**src/logic/vme_port_defs.svh**
```systemverilog
// constants for the host port block: status bits, sequence layout, pattern, codes, timing
`ifndef VME_PORT_DEFS_SVH
`define VME_PORT_DEFS_SVH

`define ST_OK_BIT      0
`define ST_PEND_BIT    3
`define SEQ_BYTES      8
`define SEQ_CNT_LAST   3'h7
`define SEQ_PFX_HI     8'hff
`define SEQ_PFX_LO     8'h00
`define AM_BITS        6
`define PAT_BYTES      32'h0f070301
`define PAT_WORD0      16'h0103
`define PAT_LONG       32'h0103070f
`define CODE_OK        8'h00
`define CODE_BAD_PAT   8'ha5
`define CODE_BAD_MSG   8'ha7
`define CLK_HZ         40000000
`define LED_BLINK_MS   250
`define LED_BLINK_CYC  (`LED_BLINK_MS * (`CLK_HZ / 1000))
`define LED_SLOT_LAST  4'h9

`endif

```
**src/logic/vme_port_pkg.sv**
```systemverilog
// types shared by the host port block and its data order converter
package vme_port_pkg;

	typedef enum logic [2:0] {
		st_selftest,
		st_wait_cfg,
		st_netboot,
		st_fetch,
		st_check,
		st_config,
		st_ready,
		st_failed
	} state_t;

	typedef enum logic [1:0] {
		dt_bytes,
		dt_word,
		dt_long,
		dt_addr
	} dtype_t;

	typedef struct packed {
		logic       sel_b;
		logic       wr;
		logic       rd;
		logic [7:0] data;
	} host_pins_t;

	typedef struct packed {
		logic arr_bswap;
		logic word_bswap;
		logic long_wswap;
		logic long_bswap;
	} conv_t;

	typedef struct packed {
		logic [23:0] addr;
		logic [5:0]  am;
	} cfg_req_t;

endpackage

```
**src/logic/vme_host_port.sv**
```systemverilog
// host port logic of the network controller board: reset port, status/command port, bring-up
`include "vme_port_defs.svh"

module vme_host_port
#(
	parameter int unsigned BLINK_CYCLES = `LED_BLINK_CYC // indicator phase length
)
(
	input  wire logic                     i_clock,           // 40 MHz clock
	input  wire logic                     i_resetn,          // async reset, active low
	input  wire logic                     i_ce,              // clock enable
	input  wire logic                     i_sysreset,        // bus system reset pin
	input  wire vme_port_pkg::host_pins_t i_host,            // host port strobes and data
	input  wire logic                     i_netboot_strap,   // strap: net download
	input  wire logic                     i_selftest_pass,   // self-test passed, pulse
	input  wire logic                     i_selftest_fail,   // self-test failed, pulse
	input  wire logic [7:0]               i_fail_code,       // code for a failed self-test
	input  wire logic                     i_cpu_take,        // CPU read the command byte
	input  wire logic                     i_conv_enable,     // data order conversion on
	input  wire logic                     i_pat_valid,       // pattern words fetched
	input  wire logic [31:0]              i_pat_bytes,       // pattern offsets 0..3
	input  wire logic [31:0]              i_pat_words,       // pattern offsets 4..7
	input  wire logic [31:0]              i_pat_long,        // pattern offsets 8..11
	input  wire logic [31:0]              i_data,            // raw host memory data
	input  wire vme_port_pkg::dtype_t     i_dtype,           // type of i_data
	input  wire logic                     i_cfg_result_valid,// firmware finished the message
	input  wire logic [7:0]               i_cfg_result_code, // firmware result code
	input  wire logic                     i_host_irq_req,    // request to interrupt host
	input  wire logic                     i_irq_by_mem,      // method: memory write
	output logic [7:0]                    o_rdata,           // status byte
	output logic                          o_board_reset,     // board reset, pulse on reset port write, held while system reset is in
	output logic                          o_cpu_irq,         // command byte interrupt
	output logic [7:0]                    o_cmd_byte,        // latched command byte
	output logic                          o_netboot_req,     // start net download
	output logic                          o_fetch_req,       // fetch message, pulse
	output vme_port_pkg::cfg_req_t        o_cfg,             // message address
	output logic [31:0]                   o_data,            // converted data
	output vme_port_pkg::conv_t           o_conv,            // active conversions
	output logic                          o_complete_valid,  // completion code, pulse
	output logic [7:0]                    o_complete_code,   // completion code
	output logic                          o_vme_irq,         // bus interrupt line
	output logic                          o_mem_irq_req,     // memory interrupt write
	output logic                          o_led              // status indicator
);

	if (BLINK_CYCLES < 2)
		$error("BLINK_CYCLES must be at least 2");

	vme_port_pkg::host_pins_t host_s1_r;
	vme_port_pkg::host_pins_t host_s2_r;
	vme_port_pkg::host_pins_t host_p_r;
	logic [1:0]               sysr_r;
	logic [1:0]               strap_r;
	logic                     wr_evt;
	logic                     wr_a;
	logic                     wr_b;
	logic                     clear;
	logic [63:0]              seq_full;

	// two flops on every pin, then a copy of the host pins for edge detection
	always_ff @(posedge i_clock or negedge i_resetn)
	begin
		if (!i_resetn)
		begin
			host_s1_r <= '0;
			host_s2_r <= '0;
			host_p_r <= '0;
			sysr_r <= '0;
			strap_r <= '0;
		end
		else if (i_ce)
		begin
			host_s1_r <= i_host;
			host_s2_r <= host_s1_r;
			host_p_r <= host_s2_r;
			sysr_r <= {sysr_r[0], i_sysreset};
			strap_r <= {strap_r[0], i_netboot_strap};
		end
	end

	assign wr_evt = host_s2_r.wr && !host_p_r.wr;
	assign wr_a = wr_evt && !host_s2_r.sel_b;
	assign wr_b = wr_evt && host_s2_r.sel_b;
	assign clear = wr_a || sysr_r[1];

	vme_port_pkg::state_t   state_r;
	vme_port_pkg::state_t   state_nxt;
	vme_port_pkg::cfg_req_t cfg_r;
	vme_port_pkg::cfg_req_t cfg_nxt;
	logic [63:0]            seq_r;
	logic [63:0]            seq_nxt;
	logic [2:0]             cnt_r;
	logic [2:0]             cnt_nxt;
	logic [7:0]             err_r;
	logic [7:0]             err_nxt;
	logic [7:0]             cmd_r;
	logic [7:0]             cmd_nxt;
	logic [7:0]             rdata_r;
	logic [7:0]             rdata_nxt;
	logic [7:0]             code_r;
	logic [7:0]             code_nxt;
	logic                   ok_r;
	logic                   ok_nxt;
	logic                   pend_r;
	logic                   pend_nxt;
	logic                   irq_r;
	logic                   irq_nxt;
	logic                   rst_r;
	logic                   netb_r;
	logic                   netb_nxt;
	logic                   fetch_r;
	logic                   fetch_nxt;
	logic                   cmpl_r;
	logic                   cmpl_nxt;
	logic                   virq_r;
	logic                   mirq_r;
	logic                   conv_done;
	logic                   conv_bad;

	assign seq_full = {host_s2_r.data, seq_r[55:0]};

	// bring-up sequencer, command byte latch and status byte
	always_comb
	begin
		state_nxt = state_r;
		cfg_nxt = cfg_r;
		seq_nxt = seq_r;
		cnt_nxt = cnt_r;
		err_nxt = err_r;
		cmd_nxt = cmd_r;
		code_nxt = code_r;
		ok_nxt = ok_r;
		pend_nxt = pend_r && !i_cpu_take;
		irq_nxt = 1'b0;
		netb_nxt = 1'b0;
		fetch_nxt = 1'b0;
		cmpl_nxt = 1'b0;
		if (wr_b)
		begin
			cmd_nxt = host_s2_r.data;
			irq_nxt = 1'b1;
			pend_nxt = 1'b1;
		end
		case (state_r)
			vme_port_pkg::st_selftest:
				if (i_selftest_fail)
				begin
					err_nxt = i_fail_code;
					state_nxt = vme_port_pkg::st_failed;
				end
				else if (i_selftest_pass)
				begin
					ok_nxt = 1'b1;
					netb_nxt = strap_r[1];
					state_nxt = strap_r[1] ? vme_port_pkg::st_netboot : vme_port_pkg::st_wait_cfg;
				end
			vme_port_pkg::st_wait_cfg:
				if (wr_b)
				begin
					seq_nxt[{cnt_r, 3'h0} +: 8] = host_s2_r.data;
					cnt_nxt = cnt_r + 3'h1;
					if (cnt_r == `SEQ_CNT_LAST)
					begin
						if (seq_full[15:0] == {`SEQ_PFX_HI, `SEQ_PFX_HI} && seq_full[31:16] == {`SEQ_PFX_LO, `SEQ_PFX_LO}
							&& seq_full[63:62] == 2'b00 && !seq_full[32])
						begin
							cfg_nxt.addr = seq_full[55:32];
							cfg_nxt.am = seq_full[56 +: `AM_BITS];
							fetch_nxt = 1'b1;
							state_nxt = vme_port_pkg::st_fetch;
						end
						else
						begin
							err_nxt = `CODE_BAD_MSG;
							state_nxt = vme_port_pkg::st_failed;
						end
					end
				end
			vme_port_pkg::st_fetch:
				if (i_pat_valid)
					state_nxt = vme_port_pkg::st_check;
			vme_port_pkg::st_check:
				if (conv_done)
				begin
					if (conv_bad)
					begin
						err_nxt = `CODE_BAD_PAT;
						code_nxt = `CODE_BAD_PAT;
						cmpl_nxt = 1'b1;
						state_nxt = vme_port_pkg::st_failed;
					end
					else
						state_nxt = vme_port_pkg::st_config;
				end
			vme_port_pkg::st_config:
				if (i_cfg_result_valid)
				begin
					code_nxt = i_cfg_result_code;
					cmpl_nxt = 1'b1;
					err_nxt = i_cfg_result_code;
					state_nxt = (i_cfg_result_code == `CODE_OK) ? vme_port_pkg::st_ready : vme_port_pkg::st_failed;
				end
			vme_port_pkg::st_netboot,
			vme_port_pkg::st_ready,
			vme_port_pkg::st_failed:
				state_nxt = state_r;
			default:
				state_nxt = vme_port_pkg::st_failed;
		endcase
		if (state_nxt == vme_port_pkg::st_failed)
			ok_nxt = 1'b0;
		if (clear)
		begin
			state_nxt = vme_port_pkg::st_selftest;
			cnt_nxt = '0;
			seq_nxt = '0;
			ok_nxt = 1'b0;
			pend_nxt = 1'b0;
			irq_nxt = 1'b0;
			fetch_nxt = 1'b0;
			cmpl_nxt = 1'b0;
			netb_nxt = 1'b0;
		end
		rdata_nxt = '0;
		rdata_nxt[`ST_OK_BIT] = ok_r;
		rdata_nxt[`ST_PEND_BIT] = pend_r;
	end

	// sequencer registers
	always_ff @(posedge i_clock or negedge i_resetn)
	begin
		if (!i_resetn)
		begin
			state_r <= vme_port_pkg::st_selftest;
			cfg_r <= '0;
			seq_r <= '0;
			cnt_r <= '0;
			err_r <= '0;
			cmd_r <= '0;
			code_r <= '0;
			rdata_r <= '0;
			ok_r <= 1'b0;
			pend_r <= 1'b0;
			irq_r <= 1'b0;
			rst_r <= 1'b0;
			netb_r <= 1'b0;
			fetch_r <= 1'b0;
			cmpl_r <= 1'b0;
			virq_r <= 1'b0;
			mirq_r <= 1'b0;
		end
		else if (i_ce)
		begin
			state_r <= state_nxt;
			cfg_r <= cfg_nxt;
			seq_r <= seq_nxt;
			cnt_r <= cnt_nxt;
			err_r <= err_nxt;
			cmd_r <= cmd_nxt;
			code_r <= code_nxt;
			rdata_r <= rdata_nxt;
			ok_r <= ok_nxt;
			pend_r <= pend_nxt;
			irq_r <= irq_nxt;
			rst_r <= clear;
			netb_r <= netb_nxt;
			fetch_r <= fetch_nxt;
			cmpl_r <= cmpl_nxt;
			virq_r <= i_host_irq_req && !i_irq_by_mem && !clear;
			mirq_r <= i_host_irq_req && i_irq_by_mem && !clear;
		end
	end

	order_conv u_conv
	(
		.i_clock     (i_clock),
		.i_resetn    (i_resetn),
		.i_ce        (i_ce),
		.i_clear     (clear),
		.i_enable    (i_conv_enable),
		.i_analyse   (i_pat_valid && state_r == vme_port_pkg::st_fetch),
		.i_pat_bytes (i_pat_bytes),
		.i_pat_words (i_pat_words),
		.i_pat_long  (i_pat_long),
		.i_data      (i_data),
		.i_dtype     (i_dtype),
		.o_data      (o_data),
		.o_conv      (o_conv),
		.o_done      (conv_done),
		.o_bad       (conv_bad)
	);

	logic [31:0] lcnt_r;
	logic [31:0] lcnt_nxt;
	logic [3:0]  slot_r;
	logic [3:0]  slot_nxt;
	logic        led_r;
	logic        led_nxt;

	// indicator: steady in self-test, blinking when alive, code frames on failure
	always_comb
	begin
		lcnt_nxt = lcnt_r + 32'h1;
		slot_nxt = slot_r;
		led_nxt = led_r;
		if (lcnt_r == 32'(BLINK_CYCLES - 1))
		begin
			lcnt_nxt = '0;
			slot_nxt = (slot_r == `LED_SLOT_LAST) ? 4'h0 : slot_r + 4'h1;
			led_nxt = !led_r;
		end
		if (state_r == vme_port_pkg::st_selftest)
		begin
			lcnt_nxt = '0;
			slot_nxt = '0;
			led_nxt = 1'b1;
		end
		else if (state_r == vme_port_pkg::st_failed)
		begin
			if (slot_r == 4'h0)
				led_nxt = 1'b1;
			else if (slot_r == `LED_SLOT_LAST)
				led_nxt = 1'b0;
			else
				led_nxt = err_r[3'(4'h8 - slot_r)];
		end
	end

	// indicator registers
	always_ff @(posedge i_clock or negedge i_resetn)
	begin
		if (!i_resetn)
		begin
			lcnt_r <= '0;
			slot_r <= '0;
			led_r <= 1'b1;
		end
		else if (i_ce)
		begin
			lcnt_r <= lcnt_nxt;
			slot_r <= slot_nxt;
			led_r <= led_nxt;
		end
	end

	assign o_rdata = rdata_r;
	assign o_board_reset = rst_r;
	assign o_cpu_irq = irq_r;
	assign o_cmd_byte = cmd_r;
	assign o_netboot_req = netb_r;
	assign o_fetch_req = fetch_r;
	assign o_cfg = cfg_r;
	assign o_complete_valid = cmpl_r;
	assign o_complete_code = code_r;
	assign o_vme_irq = virq_r;
	assign o_mem_irq_req = mirq_r;
	assign o_led = led_r;
endmodule

```
**src/logic/order_conv.sv**
```systemverilog
// data order analysis of the test pattern and conversion of data read from host memory
`include "vme_port_defs.svh"

module order_conv
(
	input  wire logic                 i_clock,     // 40 MHz clock
	input  wire logic                 i_resetn,    // async reset, active low
	input  wire logic                 i_ce,        // clock enable
	input  wire logic                 i_clear,     // board reset, synchronous
	input  wire logic                 i_enable,    // conversion enabled
	input  wire logic                 i_analyse,   // pattern words are valid
	input  wire logic [31:0]          i_pat_bytes, // pattern offsets 0..3
	input  wire logic [31:0]          i_pat_words, // pattern offsets 4..7
	input  wire logic [31:0]          i_pat_long,  // pattern offsets 8..11
	input  wire logic [31:0]          i_data,      // raw data from host memory
	input  wire vme_port_pkg::dtype_t i_dtype,     // type of i_data
	output logic [31:0]               o_data,      // converted data
	output vme_port_pkg::conv_t       o_conv,      // active conversions
	output logic                      o_done,      // analysis finished, pulse
	output logic                      o_bad        // no consistent conversion
);

	function automatic logic [31:0] swap_b(input logic [31:0] x);
		swap_b = {x[23:16], x[31:24], x[7:0], x[15:8]};
	endfunction

	function automatic logic [31:0] swap_w(input logic [31:0] x);
		swap_w = {x[15:0], x[31:16]};
	endfunction

	function automatic logic [31:0] long_fix(input logic [31:0] x, input logic ws, input logic bs);
		logic [31:0] t;
		t = bs ? swap_b(x) : x;
		long_fix = ws ? swap_w(t) : t;
	endfunction

	vme_port_pkg::conv_t conv_r;
	vme_port_pkg::conv_t conv_nxt;
	logic [31:0]         data_r;
	logic [31:0]         data_nxt;
	logic                done_r;
	logic                done_nxt;
	logic                bad_r;
	logic                bad_nxt;

	// derive each type's conversion from the pattern, then convert by type
	always_comb
	begin
		logic ok_b;
		logic ok_w;
		logic ok_l;
		ok_b = 1'b0;
		ok_w = 1'b0;
		ok_l = 1'b0;
		conv_nxt = conv_r;
		bad_nxt = bad_r;
		done_nxt = 1'b0;
		if (i_clear)
		begin
			conv_nxt = '0;
			bad_nxt = 1'b0;
		end
		else if (i_analyse)
		begin
			done_nxt = 1'b1;
			conv_nxt = '0;
			if (i_enable)
			begin
				ok_b = (i_pat_bytes == `PAT_BYTES) || (swap_b(i_pat_bytes) == `PAT_BYTES);
				conv_nxt.arr_bswap = (i_pat_bytes != `PAT_BYTES);
				ok_w = (i_pat_words[15:0] == `PAT_WORD0)
					|| ({i_pat_words[7:0], i_pat_words[15:8]} == `PAT_WORD0);
				conv_nxt.word_bswap = (i_pat_words[15:0] != `PAT_WORD0);
				for (int k = 0; k < 4; k++)
				begin
					if (!ok_l && long_fix(i_pat_long, k[1], k[0]) == `PAT_LONG)
					begin
						ok_l = 1'b1;
						conv_nxt.long_wswap = k[1];
						conv_nxt.long_bswap = k[0];
					end
				end
				bad_nxt = !(ok_b && ok_w && ok_l);
			end
			else
				bad_nxt = 1'b0;
		end
		case (i_dtype)
			vme_port_pkg::dt_bytes: data_nxt = conv_r.arr_bswap ? swap_b(i_data) : i_data;
			vme_port_pkg::dt_word:  data_nxt = conv_r.word_bswap ? swap_b(i_data) : i_data;
			vme_port_pkg::dt_long,
			vme_port_pkg::dt_addr:  data_nxt = long_fix(i_data, conv_r.long_wswap, conv_r.long_bswap);
			default:                data_nxt = i_data;
		endcase
	end

	// register analysis result and converted data
	always_ff @(posedge i_clock or negedge i_resetn)
	begin
		if (!i_resetn)
		begin
			conv_r <= '0;
			data_r <= '0;
			done_r <= 1'b0;
			bad_r <= 1'b0;
		end
		else if (i_ce)
		begin
			conv_r <= conv_nxt;
			data_r <= data_nxt;
			done_r <= done_nxt;
			bad_r <= bad_nxt;
		end
	end

	assign o_conv = conv_r;
	assign o_data = data_r;
	assign o_done = done_r;
	assign o_bad = bad_r;

endmodule

```
**config.mk**
```make
export PLATFORM = sky130hd
export DESIGN_NAME = vme_host_port
export DESIGN_NICKNAME = d
export VERILOG_FILES = /design/src/logic/vme_port_pkg.sv /design/src/logic/vme_host_port.sv /design/src/logic/order_conv.sv
export VERILOG_INCLUDE_DIRS = /design/src /design/src/logic
export SDC_FILE = /design/constraint.sdc
export NUM_CORES = 1
export LEC_CHECK = 0
export ABC_AREA = 1
export BUFFER_PORTS_ARGS = -buffer_cell sky130_fd_sc_hd__buf_2
export CAP_MARGIN = 10
export CORE_UTILIZATION = 24
export DETAILED_ROUTE_END_ITERATION = 12
export PLACE_DENSITY = 0.48
export SYNTH_ARGS = -nofsm -noshare
export SYNTH_HDL_FRONTEND = slang
export SYNTH_HIERARCHICAL = 1
export SYNTH_SLANG_ARGS = --single-unit
```
**constraint.sdc**
```tcl
create_clock -name i_clock -period 1.9 [get_ports i_clock]
set_input_delay 0.38 -clock i_clock [delete_from_list [all_inputs] [get_ports i_clock]]
set_output_delay 0.38 -clock i_clock [all_outputs]
set_load 0.1 [all_outputs]
```
Yosys cells after proc, flatten, opt, wreduce, memory -nomap -nowiden
Cells that the tools add are included.

word-level totals
  bits in registers = 235
  logic and storage cells = 231
  input port bits = 170

cells by class
  $lt $le $gt $ge = 1
  eq/ne operators = 33
  mux-type cells = 96
  reduce and logical (&&, ||, !) cells = 57
  shift-type cells = 2
  $add $sub $neg = 5

operators by type and width
  cell                                                   count
  two-way mux 32 bit                                     6
  two-way mux 64 bit                                     3
  == test 32 x 25 -> 1 bit (second input constant)       4
  one-hot mux 32 bit (3 select lines)                    1
  bitwise mux 64 bit                                     1
  == test 32 x 28 -> 1 bit (second input constant)       2
  variable shift 8 x 8 -> 64 bit (first input constant)  1
  indexed part select 8 x 8 -> 64 bit                    1
  two-way mux 8 bit                                      7
  two-way mux 1 bit                                      51
  two-way mux 3 bit                                      12
  adder 32 x 1 -> 32 bit (second input constant)         1
  == test 16 x 9 -> 1 bit (second input constant)        2
  == test 32 x 24 -> 1 bit (second input constant)       1
  != test 32 x 28 -> 1 bit (second input constant)       1
  one-hot mux 8 bit (4 select lines)                     1
  two-way mux 4 bit                                      6
  == test 3 bit (second input constant)                  6
  one-hot mux 3 bit (6 select lines)                     1
  logical AND 1 bit                                      17
  == test 16 bit (second input constant)                 1
  zero test 16 bit                                       1
  != test 16 x 9 -> 1 bit (second input constant)        1
  one-hot mux 8 bit (2 select lines)                     1
  32 further kinds                                       65

Depth between registers and ports, before layout
  depth after elaboration = 28
  gate-level depth with buffers = 13
  mapped depth without buffers = 12

Hierarchy
The synthesis kept the hierarchy.

by module, submodules not included
  module         seq. area each (µm²)  cells an instance  times used  area each (µm²)
  vme_host_port  4,730.8               1,150              1           8,999.9
  order_conv     950.9                 641                1           3,734.8

Least setup slack after synthesis
OpenSTA, ideal clock, no wires.

  path type = reg-to-reg
  from = register u_conv.conv_r (netlist bit u_conv/o_conv[3])
  to = register u_conv.data_r[30] (netlist: u_conv/o_data[30])
  buffers on the path = 2
  path slack = -119 ps
  stages on the path, launching flop included = 8
  arrival time = 1,897 ps
  data required time = 1,777 ps
  clock period less this slack = 2,019 ps
  cell sequence = dfrtp_1 -> buf_2 -> clkbuf_1 -> nand2_1 -> o211ai_1 -> nand4_1 -> o21ai_0 -> inv_1

between the ends
  word-level cells in the longest chain between the ends = 2

ends and longest elaborated chain
  what                                 RTL line           source
  start, declared                      order_conv.sv:37   vme_port_pkg::conv_t conv_r;
  start signal, assigned               order_conv.sv:109  conv_r <= conv_nxt;
  two-way mux 32 bit                   order_conv.sv:89   vme_port_pkg::dt_bytes: data_nxt = conv_r.arr_bswap ? swap_b(i_data) : i_data;
  one-hot mux 32 bit (3 select lines)  order_conv.sv:88   case (i_dtype)
  end signal, assigned                 order_conv.sv:110  data_r <= data_nxt;
  end, declared                        order_conv.sv:39   logic [31:0] data_r;

Every way passes these cells.
A chain may end at the register's enable or synchronous reset.

Worst setup path in the final report
  from = register u_conv.data_r[26] (netlist: u_conv/o_data[26])
  to = output o_data[26]

RTL lines
  what           RTL line             source
  end, declared  vme_host_port.sv:37  output logic [31:0] o_data,

No word-level cell between the ends.

==> impl_metrics.toml <==
[setup_path]
worstPathRequired_ps = 1520
crit_start = "u_conv/o_data[26]"
r2r.worst_path.cells = 8
r2r_slack_ps = 80
r2r_end = "seq_r[11]"
crit_cells = 1
worst_setup_path_end_kind = "output pin"
endpoint = "o_data[26]"
crit_type = "flop to output pin"
r2r_start = "cnt_r[0]"
crit_family = "buffers and inverters"
cpPeakStageDelay_ps = 470
crit_chain = "buf_2"
arrival_ps = 1480
critPathSlowestCell = "buf_2"
worstPathMaxFanout = 2
worst_setup_path_start_kind = "flop"
cp_num_buf_inv = 1

[clock_tree]
root_buffer = "clkbuf_16"
h-tree-depth = 1
tritoncts = "built"
cts_made_buffers = 28
clk_pin_slew_worst_paths_ps = 60
clk_latency_ps = 560
cts_buffer_depth = 3
cts_sinks = 227

[die]
dieArea_um2 = 54000
initial_core_util_pct = 24.3
die_x_um = 232
core_area_um2 = 52400
pin_count = 268
die_h_um = 232
row_count = 84

[yosys]
netlist_instances = 1791
async_flop_share_pct = 100
synthesis.area_um2 = 12700
synth_ff_type = "dfrtp_1"
synth_area_leader_cell = "dfrtp_1"
synth_top_area_share_pct = 44.4
yosys_warnings = 6
ys_seq_area_share_pct = 44.6
synthTopCellsByArea = "dfrtp_1 44%, nand2_1 16%, nor2_1 5.7%"
yosysUniqueCellTypes = 46
ys_ff_latch = 227
synth_edf_count = 0
synth_area_per_cell_um2 = 7.11

[routing]
vias = 12900
firstDrtPassIters = 7
drtAntennaViolNets = 0
vias_per_cell = 4.58
drc_errors = 0
wl_mm = 42.7
first_iter_violations = 760
wl_per_cell_um = 15.2

[timing]
final-hold-violation-count = 0
whs_ps = 38.3
min_period_over_period_pct = 97.9
slew_violations = 0
post-route-min-period_ps = 1860
worst_slew_pin_slew_ps = 593
finalSetupViolCount = 0
maxSlewHeadroom_pct = 60.4
rsz0062_at_grt = "true"
tns_ps = 0
fmax_mhz = 538
fin_skew_ps = 22.0

[pwr]
netSwitchingPower_mw = 7.15
comb_power_share_pct = 33.1
pwr-share-seq_pct = 33.4
p_int_mw = 10.7
ir_worst_vdd_mv = 0.565
leakagePower_nw = 8.03
swShare_pct = 40.0
power_density_nw_per_um2 = 1070
clkPwrFrac_pct = 33.5

[grt]
grt_antenna_before_repair = 1
grt_pass1_wl_mm = 68.1
grt_overflow_total = 0
grt_max_degree = 71
grt_pass1_vias = 12700
grt_usage_pct = 15.8

[cells_and_area]
final_nets = 2274
drive_gt1_share_pct = 22.2
area_growth_pct = 31.1

[run]
cap_violations = 0

[placed_design]
hpwl_mm = 31.8
finalWeightedCongestion = 0.864
numPortBuffers = 244

[outcome]
status = "finished, final reports clean"

[min_path]
min_path_type = "input pin to flop"
## worst min path at each step
stage / startpoint / to / slack (ps) / cells past startpoint
floorplan: i_resetn / cnt_r[0] / 80 / 0
global placement: i_resetn / o_complete_code[2] / 260 / 1
detailed placement: i_resetn / o_complete_code[2] / 260 / 1
CTS: i_irq_by_mem / o_vme_irq / 10 / 2
global route: i_host[2] / host_s1_r[2] / 30 / 3
finish: i_irq_by_mem / o_vme_irq / 40 / 2
## routing by layer
metal,share of wire [%],wire length (um),GRT usage (%)
met4,1.8,780,3.76
met5,0,0,0
met1,45,19000,20.3
met2,49,20900,27.5
met3,4.5,1900,2.19
## worst register-to-register path, stage by stage, from the launching register on
cell,delay (ps)
dfrtp_1,410
inv_1,80
ha_2,390
inv_1,100
nor3_1,170
nand2_1,130
nor2_2,190
inv_2,120
o21ai_1,140
## synthesized netlist by cell type, types with 6 or more instances
master and instances:
dfrtp_1 226, ha_1 8, a31oi_1 7, xor2_1 6, buf_4 10, a21oi_1 39, nand3_1 83, nor2_2 7
a22oi_1 7, nand4_1 33, o21ai_1 81, nand3b_1 6, o21ai_0 138, inv_2 16, inv_1 183, clkbuf_1 29
nand2_2 6, nor2_1 194, buf_2 22, o22ai_1 16, nand2_1 556, nor3_1 48, o211ai_1 26
## layout by cell type (no fill, tap or decap), types with 10 or more instances in the layout
master and instances:
nor2_4 15, buf_2 236, buf_4 79, o21ai_1 80, o21ai_0 137, nor2_1 181
buf_12 14, nand2_2 11, o211ai_1 26, nand2_1 547, inv_1 180, nor2_2 10
inv_2 18, dfrtp_1 223, clkbuf_16 31, o22ai_1 16, nor3_1 45, nand3_1 82
a21oi_1 38, nand4_1 33
## what timing repair did
item / CTS / global route
buffers inserted: 0 / 8
hold buffers: 1 / 0
endpoints found under the hold margin: 119 / 0
endpoints found under the setup margin: 63 / 123
pin swaps: 0 / 10
cloned: 0 / 3
gates resized for setup: 13 / 53
## power groups by stage
stage | Combinational [mW] | Clock [mW] | Sequential (mW)
floorplan | 2.26 | 0 | 7.88
global placement | 5.79 | 0 | 6.04
detailed placement | 5.83 | 0 | 6.05
CTS | 5.87 | 6.20 | 5.97
global route | 6.47 | 6.40 | 6.05
finish | 5.92 | 5.98 | 5.97
## logic make-up (layout without fill, tap and decap cells)
kind of cell / after synthesis / after routing / share of synthesized area, %
fa+ha+maj: 8 / 8 / 0.786
simple gates: 954 / 954 / 31.4
compound gates: 326 / 326 / 14.0
xor+xnor: 7 / 7 / 0.481
other cells: 1 / 7 / 0.0294
flops: 227 / 227 / 44.6
buf+inv: 268 / 590 / 8.65
## flip-flops by register name (all words and copies together) (netlist names), 2 cells and up
register         cells
o_cfg               30
u_conv/o_conv        4
strap_r              2
o_cmd_byte           8
o_complete_code      8
o_rdata              2
cnt_r                3
err_r                8
state_r              3
seq_r               56
lcnt_r              32
host_s2_r           10
host_s1_r           10
slot_r               4
sysr_r               2
u_conv/o_data       32
## cell type report
type | count | area (um2)
timing repair buffer | 339 | 2200
tap | 688 | 861
clock buffer | 34 | 774
fill | 5650 | 35800
inverter | 199 | 752
multi-input combinational | 1301 | 6150
clock inverter | 18 | 260
antenna | 1 | 2.50
sequential | 227 | 5690
## per-stage QoR
stage / util, % / instance area (um2) / cells / worst slack (ps) / power [mW]
final: 31.8 / 16700 / 2807 / 40.8 / 17.9
after global placement: 29.2 / 15300 / 2742 / -318 / 11.8
after CTS: 31.3 / 16400 / 2795 / 1.24 / 18.0
after global routing: 31.8 / 16700 / 2807 / -41.5 / 18.9
after detailed placement: 29.2 / 15300 / 2742 / -314 / 11.9
after floorplan: - / 12800 / 1796 / 5.88 / 10.1
Power figures use the tool's default switching activity.
